===== config.mk =====
export PLATFORM = sky130hd
export DESIGN_NAME = sdmc_mode_control
export DESIGN_NICKNAME = d
export VERILOG_FILES = /design/src/hw/sdmc_clk_div.v /design/src/hw/sdmc_mode_control.v
export VERILOG_INCLUDE_DIRS = /design/src /design/src/hw
export SDC_FILE = /design/constraint.sdc
export NUM_CORES = 1
export LEC_CHECK = 0
export BUFFER_PORTS_ARGS = -buffer_cell sky130_fd_sc_hd__buf_4
export CAP_MARGIN = 20
export CORE_MARGIN = 1
export CORE_UTILIZATION = 50
export CTS_BUF_LIST = sky130_fd_sc_hd__clkbuf_2
export CTS_CLUSTER_DIAMETER = 30
export DETAILED_ROUTE_END_ITERATION = 10
export HOLD_SLACK_MARGIN = 0.15
export PLACE_DENSITY = 0.73
export SYNTH_ARGS = -nofsm -noshare
export SYNTH_HDL_FRONTEND = slang
export SYNTH_SLANG_ARGS = --single-unit

===== constraint.sdc =====
create_clock -name core_clk -period 3.75 [get_ports core_clk]
set_input_delay 0.375 -clock core_clk [delete_from_list [all_inputs] [get_ports core_clk]]
set_output_delay 0.375 -clock core_clk [all_outputs]
set_load 0.1 [all_outputs]

===== src/hw/sdmc_consts.vh =====
// Register map, field positions and reset values of the converter control
`ifndef SDMC_CONSTS_VH
`define SDMC_CONSTS_VH

// Register offsets on the byte register port
`define SDMC_ADDR_W 4
`define SDMC_OFF_CTL_ZERO 4'h0
`define SDMC_OFF_CTL_ONE 4'h1
`define SDMC_OFF_CLK_SETUP 4'h2
`define SDMC_OFF_CHAN_SETUP 4'h3
`define SDMC_OFF_RES_LOW 4'h4
`define SDMC_OFF_RES_MID 4'h5
`define SDMC_OFF_RES_HIGH 4'h6
`define SDMC_OFF_INT_CTL 4'h7
`define SDMC_OFF_PWR_CTL 4'h8

// converter_control_zero fields
`define SDMC_BIT_FRST 7
`define SDMC_BIT_SLEEP 6
`define SDMC_BIT_POFF 5
`define SDMC_OSR_HI 4
`define SDMC_OSR_LO 2
`define SDMC_BIT_REFSEL 0
`define SDMC_CTL_ZERO_RST 8'h20

// amplifier_channel_setup fields
`define SDMC_CHANP_HI 3
`define SDMC_CHANN_HI 7
`define SDMC_CHANN_LO 4

// converter_control_one fields
`define SDMC_CHOP_HI 7
`define SDMC_CHOP_LO 5
`define SDMC_BIT_HOLD 2
`define SDMC_BIT_DONE 1

// Chop/clock code bits: bit 2 drops doubling, bit 1 picks the fast clock
`define SDMC_CHOP_SINGLE_BIT 2
`define SDMC_CHOP_FAST_BIT 1
`define SDMC_ADCK_DIV_SLOW 5'd30
`define SDMC_ADCK_DIV_FAST 5'd12

// converter_clock_setup field
`define SDMC_CKDIV_HI 4
`define SDMC_CKDIV_BYPASS 5'h1f

// Interrupt control and power control fields
`define SDMC_BIT_GIE 0
`define SDMC_BIT_CIE 1
`define SDMC_BIT_IREQ 2
`define SDMC_BIT_REGEN 0

// Filter sizing
`define SDMC_OSR_BASE 16'h4000
`define SDMC_SHIFT_BASE 5'd9
`define SDMC_RESULT_W 24
`define SDMC_POS_FULL 32'sh007f_ffff
`define SDMC_NEG_FULL -32'sh0080_0000
`define SDMC_RES_MAX 24'h7f_ffff
`define SDMC_RES_MIN 24'h80_0000

// Channel code that routes the temperature sensor
`define SDMC_TEMP_CHAN 4'hf

`endif


===== src/hw/sdmc_clk_div.v =====
// Master clock divider: one enable tick per master clock period
`timescale 1ns/100ps
`default_nettype none
`include "sdmc_consts.vh"

module sdmc_clk_div (
  // Clock and reset
  input wire core_clk,
  input wire rst_n,
  // Divider code and tick
  input wire [4:0] div_code,
  output wire mclk_tick
);

  reg [5:0] cnt_reg;
  reg [5:0] cnt_next;
  wire [5:0] last_count;
  wire bypass;

  // Period is two times (code plus one) system cycles
  assign last_count = {div_code, 1'b1};
  assign bypass = (div_code == `SDMC_CKDIV_BYPASS);
  assign mclk_tick = bypass | (cnt_reg >= last_count);

  always @* begin
    if (mclk_tick) begin
      cnt_next = 6'h00;
    end else begin
      cnt_next = cnt_reg + 6'h01;
    end
  end

  always @(posedge core_clk or negedge rst_n) begin
    if (!rst_n) begin
      cnt_reg <= 6'h00;
    end else begin
      cnt_reg <= cnt_next;
    end
  end

endmodule
`default_nettype wire


===== src/hw/sdmc_mode_control.v =====
// Mode selection, decimation filter and registers of the converter
`timescale 1ns/100ps
`default_nettype none
`include "sdmc_consts.vh"
// Notes on behaviour
// Four modes from off, sleep, reset bits
// Power-off stops amplifier, modulator, sensor, filter
// Common-mode generator follows bandgap enable
// Sleep stops modulator and sensor only
// Filter-reset bit holds filter in reset
// Falling filter-reset edge starts new conversion
// Software powers up before pulsing reset
// Conversion end sets done flag
// Conversion end sets interrupt request
// Interrupt needs global and converter enables
// Without hold, each result overwrites registers
// With hold, result kept, later discarded
// Held: no request, done flag unchanged
// Done flag cleared only by writing zero
// Master clock divided from system clock
// Divide by 2(code+1); all-ones bypasses
// Reference select picks common-mode or regulator
// Data rate from oversampling and chop fields
// Oversampling codes give 16384 down to 128
// Amplifier inputs follow channel fields
// Sensor on only when selected, normal/reset
// Filter restarts empty, full cycle first

module sdmc_mode_control #(
  parameter [3:0] TEMP_POS_CODE = `SDMC_TEMP_CHAN,
  parameter [3:0] TEMP_NEG_CODE = `SDMC_TEMP_CHAN
) (
  // Clock and reset
  input wire core_clk,
  input wire rst_b,
  // Register port
  input wire [`SDMC_ADDR_W-1:0] reg_addr,
  input wire [7:0] reg_wdata,
  input wire reg_wr,
  input wire reg_rd,
  output reg [7:0] reg_rdata,
  // Modulator bitstream
  input wire mod_bit,
  // Analogue enables
  output wire bandgap_en,
  output wire cm_ref_en,
  output wire regulator_on,
  output wire amp_en,
  output wire modulator_en,
  output wire temp_sensor_en,
  output wire filter_en,
  output wire filter_in_reset,
  // Analogue selections
  output wire reference_pair_select,
  output wire [3:0] positive_channel_select,
  output wire [3:0] negative_channel_select,
  output wire [2:0] oversampling_rate_select,
  output wire [2:0] chop_clock_select,
  // Clocks and events
  output wire mclk_tick,
  output wire sample_tick,
  output wire conv_irq
);

  localparam ST_IDLE = 1'b0;
  localparam ST_RUN = 1'b1;

  function hit;
    input [`SDMC_ADDR_W-1:0] addr;
    input [`SDMC_ADDR_W-1:0] off;
    begin
      hit = (addr == off);
    end
  endfunction

  // Scale the sample sum to 24 bits and clamp at full scale
  function [`SDMC_RESULT_W-1:0] scale_sum;
    input [17:0] sum;
    input [4:0] shift;
    reg signed [31:0] wide;
    begin
      wide = $signed({{14{sum[17]}}, sum}) <<< shift;
      if (wide > `SDMC_POS_FULL) begin
        scale_sum = `SDMC_RES_MAX;
      end else if (wide < `SDMC_NEG_FULL) begin
        scale_sum = `SDMC_RES_MIN;
      end else begin
        scale_sum = wide[`SDMC_RESULT_W-1:0];
      end
    end
  endfunction

  // Reset release through two flops
  reg rst_meta_reg;
  reg rst_sync_reg;
  wire rst_n;

  always @(posedge core_clk or negedge rst_b) begin
    if (!rst_b) begin
      rst_meta_reg <= 1'b0;
      rst_sync_reg <= 1'b0;
    end else begin
      rst_meta_reg <= 1'b1;
      rst_sync_reg <= rst_meta_reg;
    end
  end
  assign rst_n = rst_sync_reg;

  // Software registers
  reg frst_reg;
  reg sleep_reg;
  reg poff_reg;
  reg [2:0] osr_reg;
  reg refsel_reg;
  reg [2:0] chop_reg;
  reg hold_reg;
  reg done_reg;
  reg [4:0] ckdiv_reg;
  reg [3:0] chan_pos_reg;
  reg [3:0] chan_neg_reg;
  reg gie_reg;
  reg cie_reg;
  reg ireq_reg;
  reg regen_reg;
  reg [`SDMC_RESULT_W-1:0] result_reg;
  reg done_next;
  reg ireq_next;

  // Filter state
  reg state_reg;
  reg frst_prev_reg;
  reg [4:0] adck_cnt_reg;
  reg [15:0] samp_cnt_reg;
  reg [16:0] acc_reg;
  reg conv_end_reg;
  reg [`SDMC_RESULT_W-1:0] conv_val_reg;

  wire wr_ctl0;
  wire wr_ctl1;
  wire wr_int;
  wire sensor_selected;
  wire start_pulse;
  wire [4:0] adck_last;
  wire chop_double;
  wire [15:0] n_samples;
  wire [4:0] shift;
  wire [17:0] final_sum;
  wire conv_done;

  assign wr_ctl0 = reg_wr & hit(reg_addr, `SDMC_OFF_CTL_ZERO);
  assign wr_ctl1 = reg_wr & hit(reg_addr, `SDMC_OFF_CTL_ONE);
  assign wr_int = reg_wr & hit(reg_addr, `SDMC_OFF_INT_CTL);

  always @(posedge core_clk or negedge rst_n) begin
    if (!rst_n) begin
      frst_reg <= 1'b0;
      sleep_reg <= 1'b0;
      poff_reg <= 1'b1;
      osr_reg <= 3'h0;
      refsel_reg <= 1'b0;
      chop_reg <= 3'h0;
      hold_reg <= 1'b0;
      ckdiv_reg <= 5'h00;
      chan_pos_reg <= 4'h0;
      chan_neg_reg <= 4'h0;
      gie_reg <= 1'b0;
      cie_reg <= 1'b0;
      regen_reg <= 1'b0;
    end else begin
      if (wr_ctl0) begin
        frst_reg <= reg_wdata[`SDMC_BIT_FRST];
        sleep_reg <= reg_wdata[`SDMC_BIT_SLEEP];
        poff_reg <= reg_wdata[`SDMC_BIT_POFF];
        osr_reg <= reg_wdata[`SDMC_OSR_HI:`SDMC_OSR_LO];
        refsel_reg <= reg_wdata[`SDMC_BIT_REFSEL];
      end
      if (wr_ctl1) begin
        chop_reg <= reg_wdata[`SDMC_CHOP_HI:`SDMC_CHOP_LO];
        hold_reg <= reg_wdata[`SDMC_BIT_HOLD];
      end
      if (reg_wr & hit(reg_addr, `SDMC_OFF_CLK_SETUP)) begin
        ckdiv_reg <= reg_wdata[`SDMC_CKDIV_HI:0];
      end
      if (reg_wr & hit(reg_addr, `SDMC_OFF_CHAN_SETUP)) begin
        chan_pos_reg <= reg_wdata[`SDMC_CHANP_HI:0];
        chan_neg_reg <= reg_wdata[`SDMC_CHANN_HI:`SDMC_CHANN_LO];
      end
      if (wr_int) begin
        gie_reg <= reg_wdata[`SDMC_BIT_GIE];
        cie_reg <= reg_wdata[`SDMC_BIT_CIE];
      end
      if (reg_wr & hit(reg_addr, `SDMC_OFF_PWR_CTL)) begin
        regen_reg <= reg_wdata[`SDMC_BIT_REGEN];
      end
    end
  end

  // mode decode
  // power-off overrides sleep and reset
  assign amp_en = ~poff_reg;
  assign filter_en = ~poff_reg;
  // sleep stops modulator
  assign modulator_en = ~poff_reg & ~sleep_reg;
  // filter reset hold
  assign filter_in_reset = ~poff_reg & ~sleep_reg & frst_reg;
  assign bandgap_en = regen_reg | ~poff_reg;
  // follows bandgap
  assign cm_ref_en = bandgap_en;
  assign regulator_on = regen_reg;

  // sensor only when selected
  assign sensor_selected = (chan_pos_reg == TEMP_POS_CODE) |
                           (chan_neg_reg == TEMP_NEG_CODE);
  assign temp_sensor_en = modulator_en & sensor_selected;

  // reference pair output
  assign reference_pair_select = refsel_reg;
  // amplifier routing
  assign positive_channel_select = chan_pos_reg;
  assign negative_channel_select = chan_neg_reg;
  assign oversampling_rate_select = osr_reg;
  assign chop_clock_select = chop_reg;

  // master clock from system clock
  // divider with bypass code
  sdmc_clk_div u_clk_div (
    .core_clk(core_clk),
    .rst_n(rst_n),
    .div_code(ckdiv_reg),
    .mclk_tick(mclk_tick)
  );

  // sample clock from chop field
  assign adck_last = chop_reg[`SDMC_CHOP_FAST_BIT] ?
                     (`SDMC_ADCK_DIV_FAST - 5'd1) :
                     (`SDMC_ADCK_DIV_SLOW - 5'd1);
  assign sample_tick = mclk_tick & modulator_en &
                       (adck_cnt_reg >= adck_last);

  // ratio halves per code step
  // chop doubling lengthens the cycle
  assign chop_double = ~chop_reg[`SDMC_CHOP_SINGLE_BIT];
  assign n_samples = (`SDMC_OSR_BASE >> osr_reg) << chop_double;
  assign shift = `SDMC_SHIFT_BASE + {2'b00, osr_reg} -
                 {4'h0, chop_double};

  assign final_sum = {acc_reg[16], acc_reg} +
                     (mod_bit ? 18'h0_0001 : 18'h3_ffff);
  assign conv_done = (state_reg == ST_RUN) & sample_tick &
                     (samp_cnt_reg >= n_samples - 16'h0001);

  // start on falling filter-reset edge
  assign start_pulse = frst_prev_reg & ~frst_reg & ~poff_reg;

  always @(posedge core_clk or negedge rst_n) begin
    if (!rst_n) begin
      state_reg <= ST_IDLE;
      frst_prev_reg <= 1'b0;
      adck_cnt_reg <= 5'h00;
      samp_cnt_reg <= 16'h0000;
      acc_reg <= 17'h0_0000;
      conv_end_reg <= 1'b0;
      conv_val_reg <= 24'h00_0000;
    end else begin
      frst_prev_reg <= frst_reg;
      conv_end_reg <= 1'b0;
      case (state_reg)
        ST_IDLE: begin
          adck_cnt_reg <= 5'h00;
          samp_cnt_reg <= 16'h0000;
          acc_reg <= 17'h0_0000;
          // begin from empty filter
          if (start_pulse) begin
            state_reg <= ST_RUN;
          end
        end
        ST_RUN: begin
          if (poff_reg | frst_reg) begin
            state_reg <= ST_IDLE;
          end else if (mclk_tick & modulator_en) begin
            if (sample_tick) begin
              adck_cnt_reg <= 5'h00;
            end else begin
              adck_cnt_reg <= adck_cnt_reg + 5'h01;
            end
            if (conv_done) begin
              samp_cnt_reg <= 16'h0000;
              acc_reg <= 17'h0_0000;
              conv_end_reg <= 1'b1;
              conv_val_reg <= scale_sum(final_sum, shift);
            end else if (sample_tick) begin
              samp_cnt_reg <= samp_cnt_reg + 16'h0001;
              acc_reg <= final_sum[16:0];
            end
          end
        end
        default: begin
          state_reg <= ST_IDLE;
        end
      endcase
    end
  end

  // Event flags; a set in the clearing cycle wins
  always @* begin
    done_next = done_reg;
    ireq_next = ireq_reg;
    // only a zero write clears
    if (wr_ctl1 & ~reg_wdata[`SDMC_BIT_DONE]) begin
      done_next = 1'b0;
    end
    if (wr_int & ~reg_wdata[`SDMC_BIT_IREQ]) begin
      ireq_next = 1'b0;
    end
    // held results raise nothing
    if (conv_end_reg & ~hold_reg) begin
      // done flag set
      done_next = 1'b1;
      // request flag set
      ireq_next = 1'b1;
    end
  end

  always @(posedge core_clk or negedge rst_n) begin
    if (!rst_n) begin
      done_reg <= 1'b0;
      ireq_reg <= 1'b0;
      result_reg <= 24'h00_0000;
    end else begin
      done_reg <= done_next;
      ireq_reg <= ireq_next;
      // overwrite without waiting
      // hold discards new results
      if (conv_end_reg & ~hold_reg) begin
        result_reg <= conv_val_reg;
      end
    end
  end

  // both enables gate the request
  assign conv_irq = ireq_reg & gie_reg & cie_reg;

  // Read data stand only in the cycle after the strobe
  always @(posedge core_clk or negedge rst_n) begin
    if (!rst_n) begin
      reg_rdata <= 8'h00;
    end else if (!reg_rd) begin
      reg_rdata <= 8'h00;
    end else begin
      case (reg_addr)
        `SDMC_OFF_CTL_ZERO:
          reg_rdata <= {frst_reg, sleep_reg, poff_reg, osr_reg,
                        1'b0, refsel_reg};
        `SDMC_OFF_CTL_ONE:
          reg_rdata <= {chop_reg, 2'b00, hold_reg, done_reg, 1'b0};
        `SDMC_OFF_CLK_SETUP:
          reg_rdata <= {3'b000, ckdiv_reg};
        `SDMC_OFF_CHAN_SETUP:
          reg_rdata <= {chan_neg_reg, chan_pos_reg};
        `SDMC_OFF_RES_LOW:
          reg_rdata <= result_reg[7:0];
        `SDMC_OFF_RES_MID:
          reg_rdata <= result_reg[15:8];
        `SDMC_OFF_RES_HIGH:
          reg_rdata <= result_reg[23:16];
        `SDMC_OFF_INT_CTL:
          reg_rdata <= {5'b00000, ireq_reg, cie_reg, gie_reg};
        `SDMC_OFF_PWR_CTL:
          reg_rdata <= {7'b0000000, regen_reg};
        default:
          reg_rdata <= 8'h00;
      endcase
    end
  end

endmodule
`default_nettype wire


### After elaboration in Yosys (flattened, before gate mapping)

Cells that the tools add are included.

| cells by class | value |
|---|---|
| mux-type cells | 32 |
| reduce and logical (&&, ||, !) cells | 6 |
| bitwise logic cells | 33 |
| equality and inequality tests | 14 |
| shifts and indexed selects | 3 |
| add/subtract/negate cells | 7 |
| $lt $le $gt $ge | 5 |

Operators by type and width:

| cell | number |
|---|---|
| 8-bit case mux with 9 select lines | 1 |
| 17-bit two-way mux | 4 |
| 16-bit two-way mux | 4 |
| 24-bit two-way mux | 2 |
| 17-bit case mux with 2 select lines | 1 |
| 32-bit by 24-bit greater-than comparator with 1-bit output, second input constant | 1 |
| 32-bit by 24-bit less-than comparator with 1-bit output, second input constant | 1 |
| 16-bit case mux with 2 select lines | 1 |
| 18-bit by 5-bit <<< shifter with 32-bit output | 1 |
| 1-bit bitwise AND | 20 |
| 5-bit two-way mux | 4 |
| 18-bit adder | 1 |
| 18-bit two-way mux | 1 |
| 16-bit by 1-bit adder with 16-bit output, second input constant | 1 |
| 4-bit by 3-bit == test with 1-bit output, second input constant | 4 |
| 16-bit greater-or-equal comparator | 1 |
| 16-bit by 1-bit left shift with 16-bit output | 1 |
| 15-bit by 3-bit right shift with 16-bit output, first input constant | 1 |
| 16-bit by 1-bit subtractor with 16-bit output, second input constant | 1 |
| 4-bit == test, second input constant | 3 |
| 1-bit two-way mux | 10 |
| 5-bit case mux with 2 select lines | 1 |
| 1-bit NOT | 9 |
| 4-bit by 2-bit == test with 1-bit output, second input constant | 2 |
| other kinds (20) | 24 |

| storage, ports and cells | value |
|---|---|
| flip-flop bits (word level) | 134 |
| logic and storage cells | 127 |
| bits of input ports | 17 |

### Logic depth before layout (Yosys ltp)

| depth | value |
|---|---|
| depth in word-level cells | 10 |
| mapped depth | 21 |
| mapped depth without buffers | 18 |

### Cells and area by module

Synthesis repeated with hierarchy kept, for this count alone.

| second synthesis, totals | value |
|---|---|
| cells, all modules | 1047 |
| area, all modules | 9308.9 um2 |

By module, submodules not included:

| module | times used | area an instance (um2) | cells an instance |
|---|---|---|---|
| sdmc_mode_control | 1 | 8918.6 | 1006 |
| sdmc_clk_div | 1 | 390.4 | 41 |

### Least setup slack after synthesis

OpenSTA, ideal clock, no wires.

| timing path | value |
|---|---|
| path kind | reg-to-reg |
| start point | reg sleep_reg |
| end point | reg conv_val_reg[22] |
| slack | -1.957 ns |
| setup time | 0.140 ns |
| buffers on the path | 1 |
| data arrival time | 5.567 ns |
| period minus slack after synthesis | 5.707 ns |
| cell stages (with the launch flop) | 10 |
| path through | dfrtp_1 nor2_1 inv_1 nor3_1 and3_1 and3b_1 nand4_1 o31ai_4 buf_6 o22ai_1 |

| between the ends | value |
|---|---|
| cells in the longest elaborated chain, start to end | 7 |

Ends and longest elaborated chain:

| what | line | RTL |
|---|---|---|
| start: declaration | sdmc_mode_control.v:111 | `reg sleep_reg;` |
| start signal: assignment | sdmc_mode_control.v:172 | `` sleep_reg <= reg_wdata[`SDMC_BIT_SLEEP]; `` |
| 1-bit NOT | sdmc_mode_control.v:203 | `assign modulator_en = ~poff_reg & ~sleep_reg;` |
| 1-bit bitwise AND | sdmc_mode_control.v:203 |  |
| named net modulator_en | sdmc_mode_control.v:49 | `output wire modulator_en,` |
| 1-bit bitwise AND (2 in a row) | sdmc_mode_control.v:237 | `assign sample_tick = mclk_tick & modulator_en &` |
| named net sample_tick | sdmc_mode_control.v:61 | `output wire sample_tick,` |
| 1-bit bitwise AND (2 in a row) | sdmc_mode_control.v:249 | `assign conv_done = (state_reg == ST_RUN) & sample_tick &` |
| 4-bit AND reduction (no line) | n/a |  |
| end signal: assignment | sdmc_mode_control.v:290 | `conv_val_reg <= scale_sum(final_sum, shift);` |
| end: declaration | sdmc_mode_control.v:136 | `` reg [`SDMC_RESULT_W-1:0] conv_val_reg; `` |

The timed path passes the listed nets, and every way through them passes these cells.
A chain may end at the register's enable or synchronous reset.

### Final worst setup path

| timing path | value |
|---|---|
| start point | reg acc_reg[0] |
| end point | reg conv_val_reg[10] |

| between the ends | value |
|---|---|
| cells in the longest elaborated chain, start to end | 5 |

Ends and longest elaborated chain:

| what | line | RTL |
|---|---|---|
| start: declaration | sdmc_mode_control.v:134 | `reg [16:0] acc_reg;` |
| start signal: assignment | sdmc_mode_control.v:293 | `acc_reg <= final_sum[16:0];` |
| 18-bit adder (*) | sdmc_mode_control.v:247 | `assign final_sum = {acc_reg[16], acc_reg} +` |
| 18-bit by 5-bit <<< shifter with 32-bit output (*) | sdmc_mode_control.v:82 | `wide = $signed({{14{sum[17]}}, sum}) <<< shift;` |
| 32-bit by 24-bit less-than comparator with 1-bit output (no line) | n/a |  |
| 24-bit two-way mux | sdmc_mode_control.v:85 | `` end else if (wide < `SDMC_NEG_FULL) begin `` |
| 24-bit two-way mux (*) | sdmc_mode_control.v:83 | `` if (wide > `SDMC_POS_FULL) begin `` |

Mark *: on every way between the ends. The rest lies on a longest branch, timed or not.

==> metrics <==
sw power=between 2 and 2.5 mW; post-synth cell types=86; critical setup path kind=flip-flop to flip-flop; Antenna Nets Post-Route=0; Crit path largest cell delay=between 0.5 and 0.6 ns; H-tree levels=4; # rows=49; Startpoint Class=flip-flop; flops & latches, synth=134; final non-filler cell total=1422; vias per cell=just over 6; final worst-path cycle share=99.9%; First-pass DRT Iterations=8; post-DP HPWL=19400 µm; root buf cell=clkbuf_2; WL final=26200 µm; cell internal pwr=2.97 mW; slew margin rel.=35.4%; Gate power share=51.5%; Die ar.=18800 µm²; Worst EP required=around 4.4 ns; Crit-path slowest cell=mux4_2; final non-filler cell area=11300 µm²; Max Fclk=267 MHz; CTS Buf Count=17; placed cell count=1366; Post-Syn Nets=1062; RSZ-0062 raised after global routing=true; Main synth FF type=dfrtp_1; Pwr Total=approximately 5.4 mW; leakage power=5.18 nW; area post-placement=10700 µm²; share of power burned in registers=30.8%; die extent in x=~140 µm; I/O pin count=51; pin count of the biggest net entering global routing=74; Warnings, synthesis=0; Die Y=137 µm; gpl congestion=0.970; Worst Hold Class=primary input to flip-flop; Area growth syn-to-layout=24.0%; Port Buf Inserts=50; final net count=about 1200; CP endpoint kind=flip-flop; status=completed; Seq/Total Area, Yosys=36.8%; clock tree buffer depth=2; Worst-Margin Slew=0.969 ns; final setup vio count=0; CP Max Fanout=16; Synth Area per Inst=9.09 µm²; Sw Share=45.5%; asr flop ratio synth=100%; TritonCTS clock tree=yes; Cell Pwr Density=481 nW/µm²; Initial Util=50.9%; GRT Overall Usage=29.5%; core area=17900 µm²; vias in the first global route=8375; Clk Latency, worst-skew pair=0.80 ns; clock sinks=134; first-pass GRT wire length=42700 µm; via count=8696; mapped cell area=9120 µm²; max-slew violations=0; crit-path cells=fa_2, a21o_4, a221oi_4, buf_6, or3_1, o211ai_1, mux4_2, buf_4, o211ai_1, buf_4, a41oi_2, buf_12, o32ai_1; Max Clock Skew=~0.060 ns; Clock Pin Slew Worst Setup and Hold Paths=about 0.23 ns; Hold Fails Final Rpt=0; fraction of layout instances using a drive strength above 1=between 20 and 30%; minimum clock period=3.75 ns; VDD IR-drop max=between 0.5 and 0.6 mV; initial antenna violation count=1; Clk network pwr share=between 10% and 20%; DRT iter0 DRCs=769; number of synthesized flops with an enable pin=0; residual DRC count=0; Crit path arrival time=4.42 ns; Mapped Cells=1003; grt ovf=0; Avg WL per Cell=18.4 µm; total of max-cap violations=0
[worst max-delay path, delay by kind of cell (launching register included)]
kind	cells	cell delay [ns]
adders and majority gates	1	0.40
buffers and inverters	4	0.70
muxes	1	0.56
DFF	1	0.46
and+or+nand+nor	1	0.13
AOI/OAI and AO/OA	6	1.42
[worst paths after layout]
check / from / slack (ns) / cells past startpoint / to
setup / recovery: acc_reg[0] / 0.004 / 13 / conv_val_reg[10]
hold / removal: reg_addr[0] / 0.21 / 4 / ireq_reg
setup reg to reg: acc_reg[0] / 0.004 / 13 / conv_val_reg[10]
hold reg to reg: rst_meta_reg / 0.38 / 0 / rst_n
max in group asynchronous: rst_n / 2.27 / 1 / poff_reg
min in group asynchronous: rst_b / 0.43 / 3 / rst_n
[metal layers]
metal | wire [µm] | GRT usage (%)
met3 | 1600 | 5.30
met4 | 727 | 11.1
met5 | 0 | 0
met1 | 11600 | 39.8
met2 | 12300 | 46.9
[synth_stat cells (9+ instances only)]
cell | instances | area (µm²)
ha_1 | 41 | 513
nand2b_1 | 9 | 56.3
nor2b_1 | 11 | 68.8
a21o_1 | 13 | 97.6
dfrtp_1 | 133 | 3330
nand2_1 | 102 | 383
nor3_1 | 14 | 70.1
mux4_2 | 12 | 270
and3_1 | 23 | 144
mux2_2 | 54 | 608
inv_1 | 23 | 86.3
xor2_1 | 9 | 78.8
o21ai_0 | 93 | 465
clkbuf_1 | 37 | 139
nor2_1 | 95 | 357
or2_2 | 10 | 62.6
buf_2 | 11 | 55.1
nand3_1 | 23 | 115
a22o_1 | 11 | 96.3
nand4_1 | 16 | 100
a31oi_1 | 9 | 56.3
o211ai_1 | 18 | 135
a21oi_1 | 44 | 220
a22oi_1 | 10 | 75.1
o22ai_1 | 23 | 144
[repair_timing]
action | CTS | global route
setup endpoints to repair | 23 | 30
hold buffers | 19 | 0
resized for setup | 11 | 13
hold endpoints to repair | 39 | 0
buffers inserted | 1 | 3
pin swaps | 2 | 5
[kinds of logic after synthesis]
kind of cell,Yosys count,share of synthesized area [%]
xor gates and xnor gates,15,1.44
DFF,134,36.8
other,1,0.0411
buffers and inverters,88,4.14
adders and majority gates,42,5.85
muxes,72,10.3
AOI/OAI and AO/OA,325,24.7
and+or+nand+nor,326,16.7
[cell usage in the layout, fill, tap and decap left out, types with 7 or more instances in the layout]
cell,n
buf_4,192
dfrtp_1,128
nand2_1,102
nor2_1,93
o21ai_0,90
mux2_2,54
a21oi_1,40
ha_1,38
nand3_1,23
inv_1,22
and3_1,22
o22ai_1,22
dlygate4sd3_1,19
o211ai_1,18
clkbuf_2,17
nand4_1,16
nor3_1,13
a21o_1,12
mux4_2,12
a22o_1,11
nor2b_1,10
a22oi_1,10
xor2_1,9
nand2b_1,9
or2_2,9
o21a_1,8
a31oi_1,8
o21ai_1,7
[final cells by class]
cell class	count	area [µm²]
Multi-Input combinational cell	781	5530
Fill cell	1502	6600
Clock inverter	15	169
Inverter	27	105
Sequential cell	134	3360
Timing Repair Buffer	218	1760
Antenna cell	1	2.50
Clock buffer	17	85.1
Tap cell	229	287
[power groups by stage]
stage | Sequential, mW | Combinational, mW | Clock (mW)
after floorplan | 1.99 | 1.52 | 0
after global placement | 1.70 | 2.66 | 0
after detailed placement | 1.70 | 2.68 | 0
after CTS | 1.68 | 2.73 | 0.978
after global routing | 1.69 | 2.99 | 1.04
final | 1.67 | 2.80 | 0.962
[through the flow]
stage	setup WS, ns	utilization, %	setup TNS [ns]	hold WS, ns
final	0.00433	63.1	0	0.205
after global placement	-0.522	59.7	-11.63	0.159
after global routing	-0.162	63.1	-2.82	0.160
after CTS	0.00677	62.6	0	0.157
after detailed placement	-0.512	59.8	-11.47	0.160
after floorplan	-0.183	-	-5.46	0.0794
Power figures use the tool's default switching activity.
